===== src/jump_unit_pkg.sv =====
// Constants and types shared by the status conditional jump unit
package jump_unit_pkg;

    // ------------------------------------------------------------
    // Widths
    // ------------------------------------------------------------
    localparam int unsigned PC_WIDTH = 16;
    localparam int unsigned DISP_WIDTH = 16;
    localparam int unsigned LEN_WIDTH = 2;
    localparam int unsigned CC_WIDTH = 2;

    // ------------------------------------------------------------
    // Displacement range in code words
    // ------------------------------------------------------------
    localparam logic signed [DISP_WIDTH-1:0] DISP_MIN = 16'sh8000;
    localparam logic signed [DISP_WIDTH-1:0] DISP_MAX = 16'sh7fff;

    // ------------------------------------------------------------
    // Statement lengths in code words
    // ------------------------------------------------------------
    localparam logic [LEN_WIDTH-1:0] LEN_MIN = 2'h1;
    localparam logic [LEN_WIDTH-1:0] LEN_MAX = 2'h3;

    // ------------------------------------------------------------
    // Condition-code pair, high bit then low bit
    // ------------------------------------------------------------
    localparam logic [CC_WIDTH-1:0] CC_ZERO = 2'h0;
    localparam logic [CC_WIDTH-1:0] CC_NEGATIVE = 2'h1;
    localparam logic [CC_WIDTH-1:0] CC_POSITIVE = 2'h2;
    localparam logic [CC_WIDTH-1:0] CC_UNORDERED = 2'h3;

    // ------------------------------------------------------------
    // Reset values
    // ------------------------------------------------------------
    localparam logic [PC_WIDTH-1:0] PC_RESET = 16'h0000;
    localparam logic [CC_WIDTH-1:0] CC_RESET = 2'h0;
    localparam logic FLAG_RESET = 1'b0;

    // ------------------------------------------------------------
    // Jump kinds handled here
    // ------------------------------------------------------------
    typedef enum logic [2:0] {
        jump_if_sticky_overflow,
        jump_if_overflow,
        jump_if_zero,
        jump_if_nonzero,
        jump_if_positive,
        jump_if_negative,
        jump_if_nonnegative
    } jump_kind_t;

endpackage : jump_unit_pkg


===== src/status_conditional_jump_unit.sv =====
// Branch-condition unit: status word upkeep and conditional program-counter redirect
`timescale 1ns/10ps
`default_nettype none

module status_conditional_jump_unit (
    input wire logic clock_i,
    input wire logic reset_i,
    input wire logic exec_valid_i,
    input wire jump_unit_pkg::jump_kind_t exec_kind_i,
    input wire logic [jump_unit_pkg::PC_WIDTH-1:0] exec_pc_i,
    input wire logic [jump_unit_pkg::LEN_WIDTH-1:0] exec_length_i,
    input wire logic [jump_unit_pkg::DISP_WIDTH-1:0] exec_disp_i,
    input wire logic arith_valid_i,
    input wire logic [jump_unit_pkg::CC_WIDTH-1:0] arith_cc_i,
    input wire logic arith_overflow_i,
    output logic [jump_unit_pkg::PC_WIDTH-1:0] next_pc_o,
    output logic done_o,
    output logic redirect_o,
    output logic flush_o,
    output logic condition_code_high_o,
    output logic condition_code_low_o,
    output logic overflow_flag_o,
    output logic sticky_overflow_flag_o
);

    // ------------------------------------------------------------
    // State
    // ------------------------------------------------------------
    typedef struct packed {
        logic [jump_unit_pkg::PC_WIDTH-1:0] pc;
        logic done;
        logic redirect;
        logic flush;
        logic [jump_unit_pkg::CC_WIDTH-1:0] cc;
        logic overflow_flag;
        logic sticky_overflow_flag;
    } unit_state_t;

    unit_state_t state;
    unit_state_t next_state;

    logic [jump_unit_pkg::CC_WIDTH-1:0] eff_cc;
    logic eff_overflow;
    logic eff_sticky;
    logic cond;
    logic [jump_unit_pkg::PC_WIDTH-1:0] target_pc;
    logic [jump_unit_pkg::PC_WIDTH-1:0] fall_pc;

    // ------------------------------------------------------------
    // Condition decode
    // ------------------------------------------------------------
    function automatic logic jump_condition(
        input jump_unit_pkg::jump_kind_t kind,
        input logic [jump_unit_pkg::CC_WIDTH-1:0] cc,
        input logic overflow,
        input logic sticky
    );
        logic hit;
        hit = 1'b0;
        unique case (kind)
            jump_unit_pkg::jump_if_sticky_overflow: hit = sticky;
            jump_unit_pkg::jump_if_overflow: hit = overflow;
            jump_unit_pkg::jump_if_zero: hit = (cc == jump_unit_pkg::CC_ZERO);
            jump_unit_pkg::jump_if_nonzero: begin
                hit = (cc == jump_unit_pkg::CC_NEGATIVE) || (cc == jump_unit_pkg::CC_POSITIVE);
            end
            jump_unit_pkg::jump_if_positive: hit = (cc == jump_unit_pkg::CC_POSITIVE);
            jump_unit_pkg::jump_if_negative: hit = (cc == jump_unit_pkg::CC_NEGATIVE);
            jump_unit_pkg::jump_if_nonnegative: begin
                hit = (cc == jump_unit_pkg::CC_ZERO) || (cc == jump_unit_pkg::CC_POSITIVE);
            end
            default: hit = 1'b0;
        endcase
        // Pair 11 matches none of the sign tests above by construction
        return hit;
    endfunction : jump_condition

    function automatic logic is_cc_kind(input jump_unit_pkg::jump_kind_t kind);
        return (kind != jump_unit_pkg::jump_if_sticky_overflow) && (kind != jump_unit_pkg::jump_if_overflow);
    endfunction : is_cc_kind

    // ------------------------------------------------------------
    // Next state
    // ------------------------------------------------------------
    always_comb begin
        // Arithmetic finishing this cycle counts as completed before the jump
        eff_cc = arith_valid_i ? arith_cc_i : state.cc;
        eff_overflow = arith_valid_i ? arith_overflow_i : state.overflow_flag;
        eff_sticky = state.sticky_overflow_flag | (arith_valid_i & arith_overflow_i);
        cond = jump_condition(exec_kind_i, eff_cc, eff_overflow, eff_sticky);
        // Wraps inside the 64K-word block; cross-block targets are not supported
        target_pc = exec_pc_i + exec_disp_i;
        fall_pc = exec_pc_i + {{(jump_unit_pkg::PC_WIDTH-jump_unit_pkg::LEN_WIDTH){1'b0}}, exec_length_i};

        next_state = state;
        next_state.done = 1'b0;
        next_state.redirect = 1'b0;
        next_state.flush = 1'b0;

        if (arith_valid_i) begin
            next_state.cc = arith_cc_i;
            next_state.overflow_flag = arith_overflow_i;
            next_state.sticky_overflow_flag = eff_sticky;
        end

        if (exec_valid_i) begin
            next_state.done = 1'b1;
            if (cond) begin
                next_state.pc = target_pc;
                next_state.redirect = 1'b1;
                next_state.flush = 1'b1;
            end else begin
                next_state.pc = fall_pc;
            end
            if (exec_kind_i == jump_unit_pkg::jump_if_sticky_overflow) begin
                next_state.sticky_overflow_flag = 1'b0;
            end
        end
    end

    always_ff @(posedge clock_i) begin
        if (reset_i) begin
            state.pc <= jump_unit_pkg::PC_RESET;
            state.done <= 1'b0;
            state.redirect <= 1'b0;
            state.flush <= 1'b0;
            state.cc <= jump_unit_pkg::CC_RESET;
            state.overflow_flag <= jump_unit_pkg::FLAG_RESET;
            state.sticky_overflow_flag <= jump_unit_pkg::FLAG_RESET;
        end else begin
            state <= next_state;
        end
    end

    // ------------------------------------------------------------
    // Outputs
    // ------------------------------------------------------------
    assign next_pc_o = state.pc;
    assign done_o = state.done;
    assign redirect_o = state.redirect;
    assign flush_o = state.flush;
    assign condition_code_high_o = state.cc[1];
    assign condition_code_low_o = state.cc[0];
    assign overflow_flag_o = state.overflow_flag;
    assign sticky_overflow_flag_o = state.sticky_overflow_flag;
endmodule : status_conditional_jump_unit

`default_nettype wire


===== config.mk =====
export PLATFORM = sky130hd
export DESIGN_NAME = status_conditional_jump_unit
export DESIGN_NICKNAME = d
export VERILOG_FILES = /design/src/jump_unit_pkg.sv /design/src/status_conditional_jump_unit.sv
export SDC_FILE = /design/constraint.sdc
export NUM_CORES = 1
export LEC_CHECK = 0
export BUFFER_PORTS_ARGS = -buffer_cell sky130_fd_sc_hd__buf_2
export CORE_UTILIZATION = 45
export CTS_CLUSTER_SIZE = 30
export DETAILED_ROUTE_END_ITERATION = 10
export GPL_ROUTABILITY_DRIVEN = 0
export PLACE_DENSITY_LB_ADDON = 0.15
export SLEW_MARGIN = 20
export SYNTH_ARGS = -nofsm -noshare
export SYNTH_HDL_FRONTEND = slang
export SYNTH_SLANG_ARGS = --single-unit
export TNS_END_PERCENT = 5

===== constraint.sdc =====
create_clock -name clock_i -period 5.55 [get_ports clock_i]
set_clock_uncertainty 0.15 [all_clocks]
set_input_delay 0.555 -clock clock_i [delete_from_list [all_inputs] [get_ports clock_i]]
set_output_delay 0.555 -clock clock_i [all_outputs]
set_load 0.005 [all_outputs]

## After elaboration in Yosys (flattened, before gate mapping)

Index checks and enable logic that the tools add are counted.

| storage, ports and cells | value |
|---|---|
| bits of input ports | 44 |
| word-level logic and storage cells | 34 |
| flip-flop bits (word level) | 23 |
| output and inout port bits | 23 |

| cells by class | value |
|---|---|
| reductions and logical operators | 5 |
| multiplexer cells | 9 |
| bitwise operators | 3 |
| add/subtract/negate cells | 2 |
| equal/unequal tests | 8 |

Operator list:

| cell | count |
|---|---|
| $add A16 B16 Y16 | 1 |
| $add A16 B2 Y16 | 1 |
| $mux W16 | 1 |
| $eq A3 B3 Y1 const B | 3 |
| $pmux W1 S7 | 1 |
| $eq A3 B2 Y1 const B | 2 |
| $mux W1 | 4 |
| $mux W2 | 2 |
| $eq A3 B1 Y1 const B | 1 |
| $logic_not A3 Y1 | 1 |
| $mux W3 | 1 |
| $eq A2 B1 Y1 const B | 1 |
| $eq A2 B2 Y1 const B | 1 |
| $logic_not A2 Y1 | 1 |
| $logic_or A1 B1 Y1 | 2 |
| $reduce_or A2 Y1 | 1 |
| $and A1 B1 Y1 | 1 |
| $not A1 Y1 | 1 |
| $or A1 B1 Y1 | 1 |

## Logic depth before layout (Yosys ltp)

| logic depth | value |
|---|---|
| depth after elaboration | 6 |
| gate-level depth with buffers | 14 |

## Least setup slack after synthesis

Ideal clock, no wire load.

| path | value |
|---|---|
| kind | input -> register |
| start | in arith_valid_i |
| end | reg state, in the netlist next_pc_o[14] |
| slack | 1.409 ns |
| data arrival time | 3.932 ns |
| setup time | 0.058 ns |
| cell stages on the path | 14 |
| path through | buf_6 > mux2_2 > o21ai_2 > o32ai_4 > nor2_1 > mux2_2 > ha_1 > fa_1 > a211oi_1 > o21bai_1 > a2111oi_0 > nor3_1 > o2111ai_1 > o211a_1 |

| on the way | value |
|---|---|
| longest elaborated chain between the ends | 5 |
| elaborated cells between the ends (all ways) | 11 |
| those cells by class | eq/ne (2); mux (4); bitwise (2); reduce/logical (3) |

RTL lines:

| item | line | text |
|---|---|---|
| start: declaration | status_conditional_jump_unit.sv:13 | `input wire logic arith_valid_i,` |
| $mux W2 | status_conditional_jump_unit.sv:87 | `eff_cc = arith_valid_i ? arith_cc_i : state.cc;` |
| $eq A2 B2 Y1, or another cell as far along | status_conditional_jump_unit.sv:65, status_conditional_jump_unit.sv:67, status_conditional_jump_unit.sv:70 |  |
| $logic_or A1 B1 Y1, on equally long branches | status_conditional_jump_unit.sv:70, status_conditional_jump_unit.sv:65 |  |
| $pmux W1 S7 (*) | status_conditional_jump_unit.sv:60 | `unique case (kind)` |
| $mux W16 (*) | status_conditional_jump_unit.sv:108 | `if (cond) begin` |
| end signal: assignment | status_conditional_jump_unit.sv:131 | `state <= next_state;` |
| end: declaration | status_conditional_jump_unit.sv:39 | `unit_state_t state;` |

Every way passes the cells marked *; elsewhere a longest branch is shown, timed or not.
A chain may end at the register's enable or synchronous reset.

## Worst setup path in the final report

Ends and elaborated chain as after synthesis.

==> impl_summary.txt <==
----------------------------------------------------
[Status]
  Result of the run ... completed

[Route]
  Number of design rule violations left after detail routing ... 0
  Drt initial violations ... 54
  Routed Antenna Nets ... 0
  Final wirelength ... between 3 and 4 mm
  Vias per std cell ... 5.492
  First-pass iteration count of the detailed router ... 4
  Via count ... 1730
  Routed wire per std cell ... roughly 12 um

[CTS]
  CTS tree ... done
  CTS buffer count ... 3
  Clk sink count ... 22
  CTS hold repair buffers ... 0
  Maximum clock path buffer count ... 2
  Latest clock arrival within the worst-skew pair ... 0.26 ns
  H-tree levels ... 1
  Clock edge transition at the registers on the reported setup and hold paths ... ~0.08 ns
  Cell chosen for the clock root ... sky130_fd_sc_hd__clkbuf_8
  Post-CTS Resized ... 0
  Number of setup buffers added after CTS ... 0

[Synth]
  Leading cell types by count after synthesis ... sky130_fd_sc_hd__dfxtp_1, sky130_fd_sc_hd__a21oi_1, sky130_fd_sc_hd__nor2_1, sky130_fd_sc_hd__ha_1, sky130_fd_sc_hd__nor2b_1
  Area leader, netlist ... sky130_fd_sc_hd__dfxtp_1
  Distinct cells, synth ... 50
  Most area-consuming cells after synthesis ... sky130_fd_sc_hd__dfxtp_1, sky130_fd_sc_hd__ha_1, sky130_fd_sc_hd__nor2b_1
  Post-synth EDFFs ... 0
  Mean post-synth cell area ... approximately 8.5 sq um
  Proportion of synthesized flip-flops having asynchronous set or reset ... 0%
  Flip-flop cell with the highest count after synthesis ... sky130_fd_sc_hd__dfxtp_1
  Count of synthesis-stage warnings from yosys ... 0
  Post-synthesis sequential element count ... 22
  Net count after synthesis ... 264
  Share of synthesized area occupied by flip-flops and latches ... around a quarter
  Gate count of the mapped netlist ... 204
  Dominant cell by count in the synthesized netlist ... sky130_fd_sc_hd__dfxtp_1
  Synthesized area ... 0.001727 sq mm
  Area share of the largest cell type after synthesis ... between 20 and 30%

[Final layout]
  Share of cells above drive strength 1 ... between 20 and 30%
  Layout-stage area growth over the synthesis result ... 23.19%
  Core Util, Final ... 58.10%
  Layout net count ... roughly 330
  ANT cells ... 0
  Final-layout fill cell count ... 367

[Floorplan]
  Number of standard-cell rows in the floorplan ... 22
  Effective utilization at floorplan ... 47.16%
  Core area ... 0.003661 sq mm
  DIE HEIGHT ... 63.95 um
  Top-Level Pins ... 67
  Die width ... 63.95 um
  Area enclosed by the die boundary ... 0.004089 sq mm

[Power]
  Worst supply voltage drop on vdd ... 103.8 uV
  Leakage Power ... 1.041 nW
  Power density relative to cell area ... 216.8 mW/mm^2

[GRT]
  Total global routing overflow ... 0
  Pin count of the biggest net entering global routing ... 22
  Vias in the first global route ... around 1700
  Global-route wire length before repair ... 6.955 mm
  Initial antenna violation count ... 0
  Total GRT Usage ... 21.12%

[Worst setup path]
  Req. time, crit path ... 5.60 ns
  Slowest stage cell, crit path ... sky130_fd_sc_hd__a2111oi_0
  Data arrival, critical path ... ~4.4 ns
  Largest fanout of any net on the critical path ... 9
  Critical Path Source Type ... input port
  Reg-to-reg critical path startpoint ... condition_code_high_o
  WP buf/inv ... 1
  Delay of the slowest cell on the worst path ... about 0.53 ns
  Worst setup path startpoint ... arith_valid_i
  Flop2flop setup slack ... ~1.4 ns
  Dominant delay contributor by cell family on the critical path ... compound AO/OA/AOI/OAI gates
  CP Class ... in2reg
  Ordered list of cells on the worst path ... buf_2 > and3b_1 > a222oi_1 > a21oi_1 > nor2_1 > mux2_2 > ha_1 > fa_1 > a211oi_1 > o21bai_1 > a2111oi_0 > nor3_1 > o2111ai_1 > o211a_1
  Endpoint class of the critical path ... register

[STA]
  Transition time of the tightest slew-check pin ... just over 0.5 ns
  Final Slew Violations ... 0
  Unrepaired setup endpoints after global routing ... false
  Setup TNS ... 0 ns
  Time the worst path needs with I/O delays and setup ... 4.311 ns
  Worst slew margin ... 65.47%
  Fin crit share ... 77.67%
  Final setup viols ... 0
  Number of hold violations in the final report ... 0
  Max Clock Freq ... 0.2320 GHz

[Min path]
  Startpoint of the worst hold path ... next_pc_o[8]
  Hold WC Path Type ... reg2reg

[Placement]
  Number of buffers added on ports ... 66
  Post-detail-place hpwl ... between 3 and 4 mm

[Run]
  Number of maximum-capacitance constraint violations ... 0

----------------------------------------------------
[layout by cell type, fill, tap and decap left out, drive strengths merged, types with 2 or more instances in the layout]
cell type,Yosys,layout
mux2i,9,9
xnor2,5,5
xor2,4,4
o22ai,3,3
a211oi,7,7
nand2b,3,3
o21ai,13,13
o2111ai,2,2
a21o,7,7
nor3b,2,2
buf,4,67
clkbuf,3,3
a31oi,4,4
a21oi,16,16
o211ai,2,2
inv,5,5
mux2,5,5
nor2,16,16
nor3,2,2
nand2,13,13
nor2b,15,15
nand3b,2,2
dfxtp,22,22
ha,15,15
o21bai,5,5
[report_power, final]
part	internal, mW	switching (mW)	total [mW]
registers	0.174	0.00765	0.181
logic	0.0870	0.0955	0.183
clock network	0.0484	0.0490	0.0974
[registers in the layout (all words and copies together), names as in the netlist]
register / count
condition_code_high_o: 1
condition_code_low_o: 1
done_o: 1
next_pc_o: 16
overflow_flag_o: 1
redirect_o: 1
sticky_overflow_flag_o: 1
[worst register-to-register path, delay by kind of cell, from the launching register on]
kind | cells | cell delay (ns)
multiplexers | 1 | 0.37
adder cells (fa/ha/maj) | 2 | 0.65
AND/OR/NAND/NOR | 2 | 0.42
flip-flops | 1 | 0.36
AO/OA/AOI/OAI | 7 | 1.97
XOR/XNOR | 1 | 0.16
[metrics by stage]
| stage | cells | worst slack, ns | instance area, sq um | power (mW) | hold WS [ns] |
|---|---|---|---|---|---|
| 5_1_grt | 315 | 0.8704 | 2127 | 0.4983 | 0.3365 |
| 3_5_place_dp | 312 | 1.002 | 2086 | 0.3679 | 0.3093 |
| 3_3_place_gp | 312 | 1.129 | 2086 | 0.3663 | 0.3047 |
| 2_1_floorplan | 204 | 1.409 | 1727 | 0.3102 | 0.3073 |
| 6_report | 315 | 1.239 | 2127 | 0.4612 | 0.3144 |
| 4_1_cts | 315 | 1.255 | 2127 | 0.4652 | 0.3196 |
[metal layers]
metal | wire length [um] | part of all wire [%] | GRT usage [%] | up-vias
li1 | - | - | - | 886
met1 | 1855 | 47 | 25.87 | 800
met2 | 1912 | 49 | 39.36 | 40
met3 | 126 | 3.2 | 2.143 | 4
met4 | 29 | 0.74 | 4.261 | 0
met5 | 0 | 0 | 0 | -
[kinds of logic (layout without fill, tap and decap cells)]
| logic type | after synthesis | count (layout) | share of synthesized area, % |
|---|---|---|---|
| XOR/XNOR | 9 | 9 | 4.565 |
| multiplexers | 14 | 14 | 8.695 |
| adder cells (fa/ha/maj) | 16 | 16 | 12.03 |
| AO/OA/AOI/OAI | 67 | 67 | 26.52 |
| buffers and inverters | 13 | 76 | 3.550 |
| flip-flops | 22 | 22 | 25.51 |
| AND/OR/NAND/NOR | 63 | 63 | 19.13 |
[final timing paths]
| kind | end | depth (start not counted) |
|---|---|---|
| max | next_pc_o[14] | 14 |
| max reg2reg | next_pc_o[14] | 13 |
| min reg2reg | next_pc_o[8] | 2 |
| min | next_pc_o[8] | 2 |
[cell type report]
cell class | count | area, sq um | area share, %
Inverter | 6 | 22.52 | 1.059
Timing Repair Buffer | 67 | 337.8 | 15.88
Multi-Input combinational cell | 169 | 1225 | 57.59
Sequential cell | 22 | 440.4 | 20.71
Clock buffer | 3 | 41.29 | 1.941
Tap cell | 48 | 60.06 | 2.824
Power figures use the tool's default switching activity.
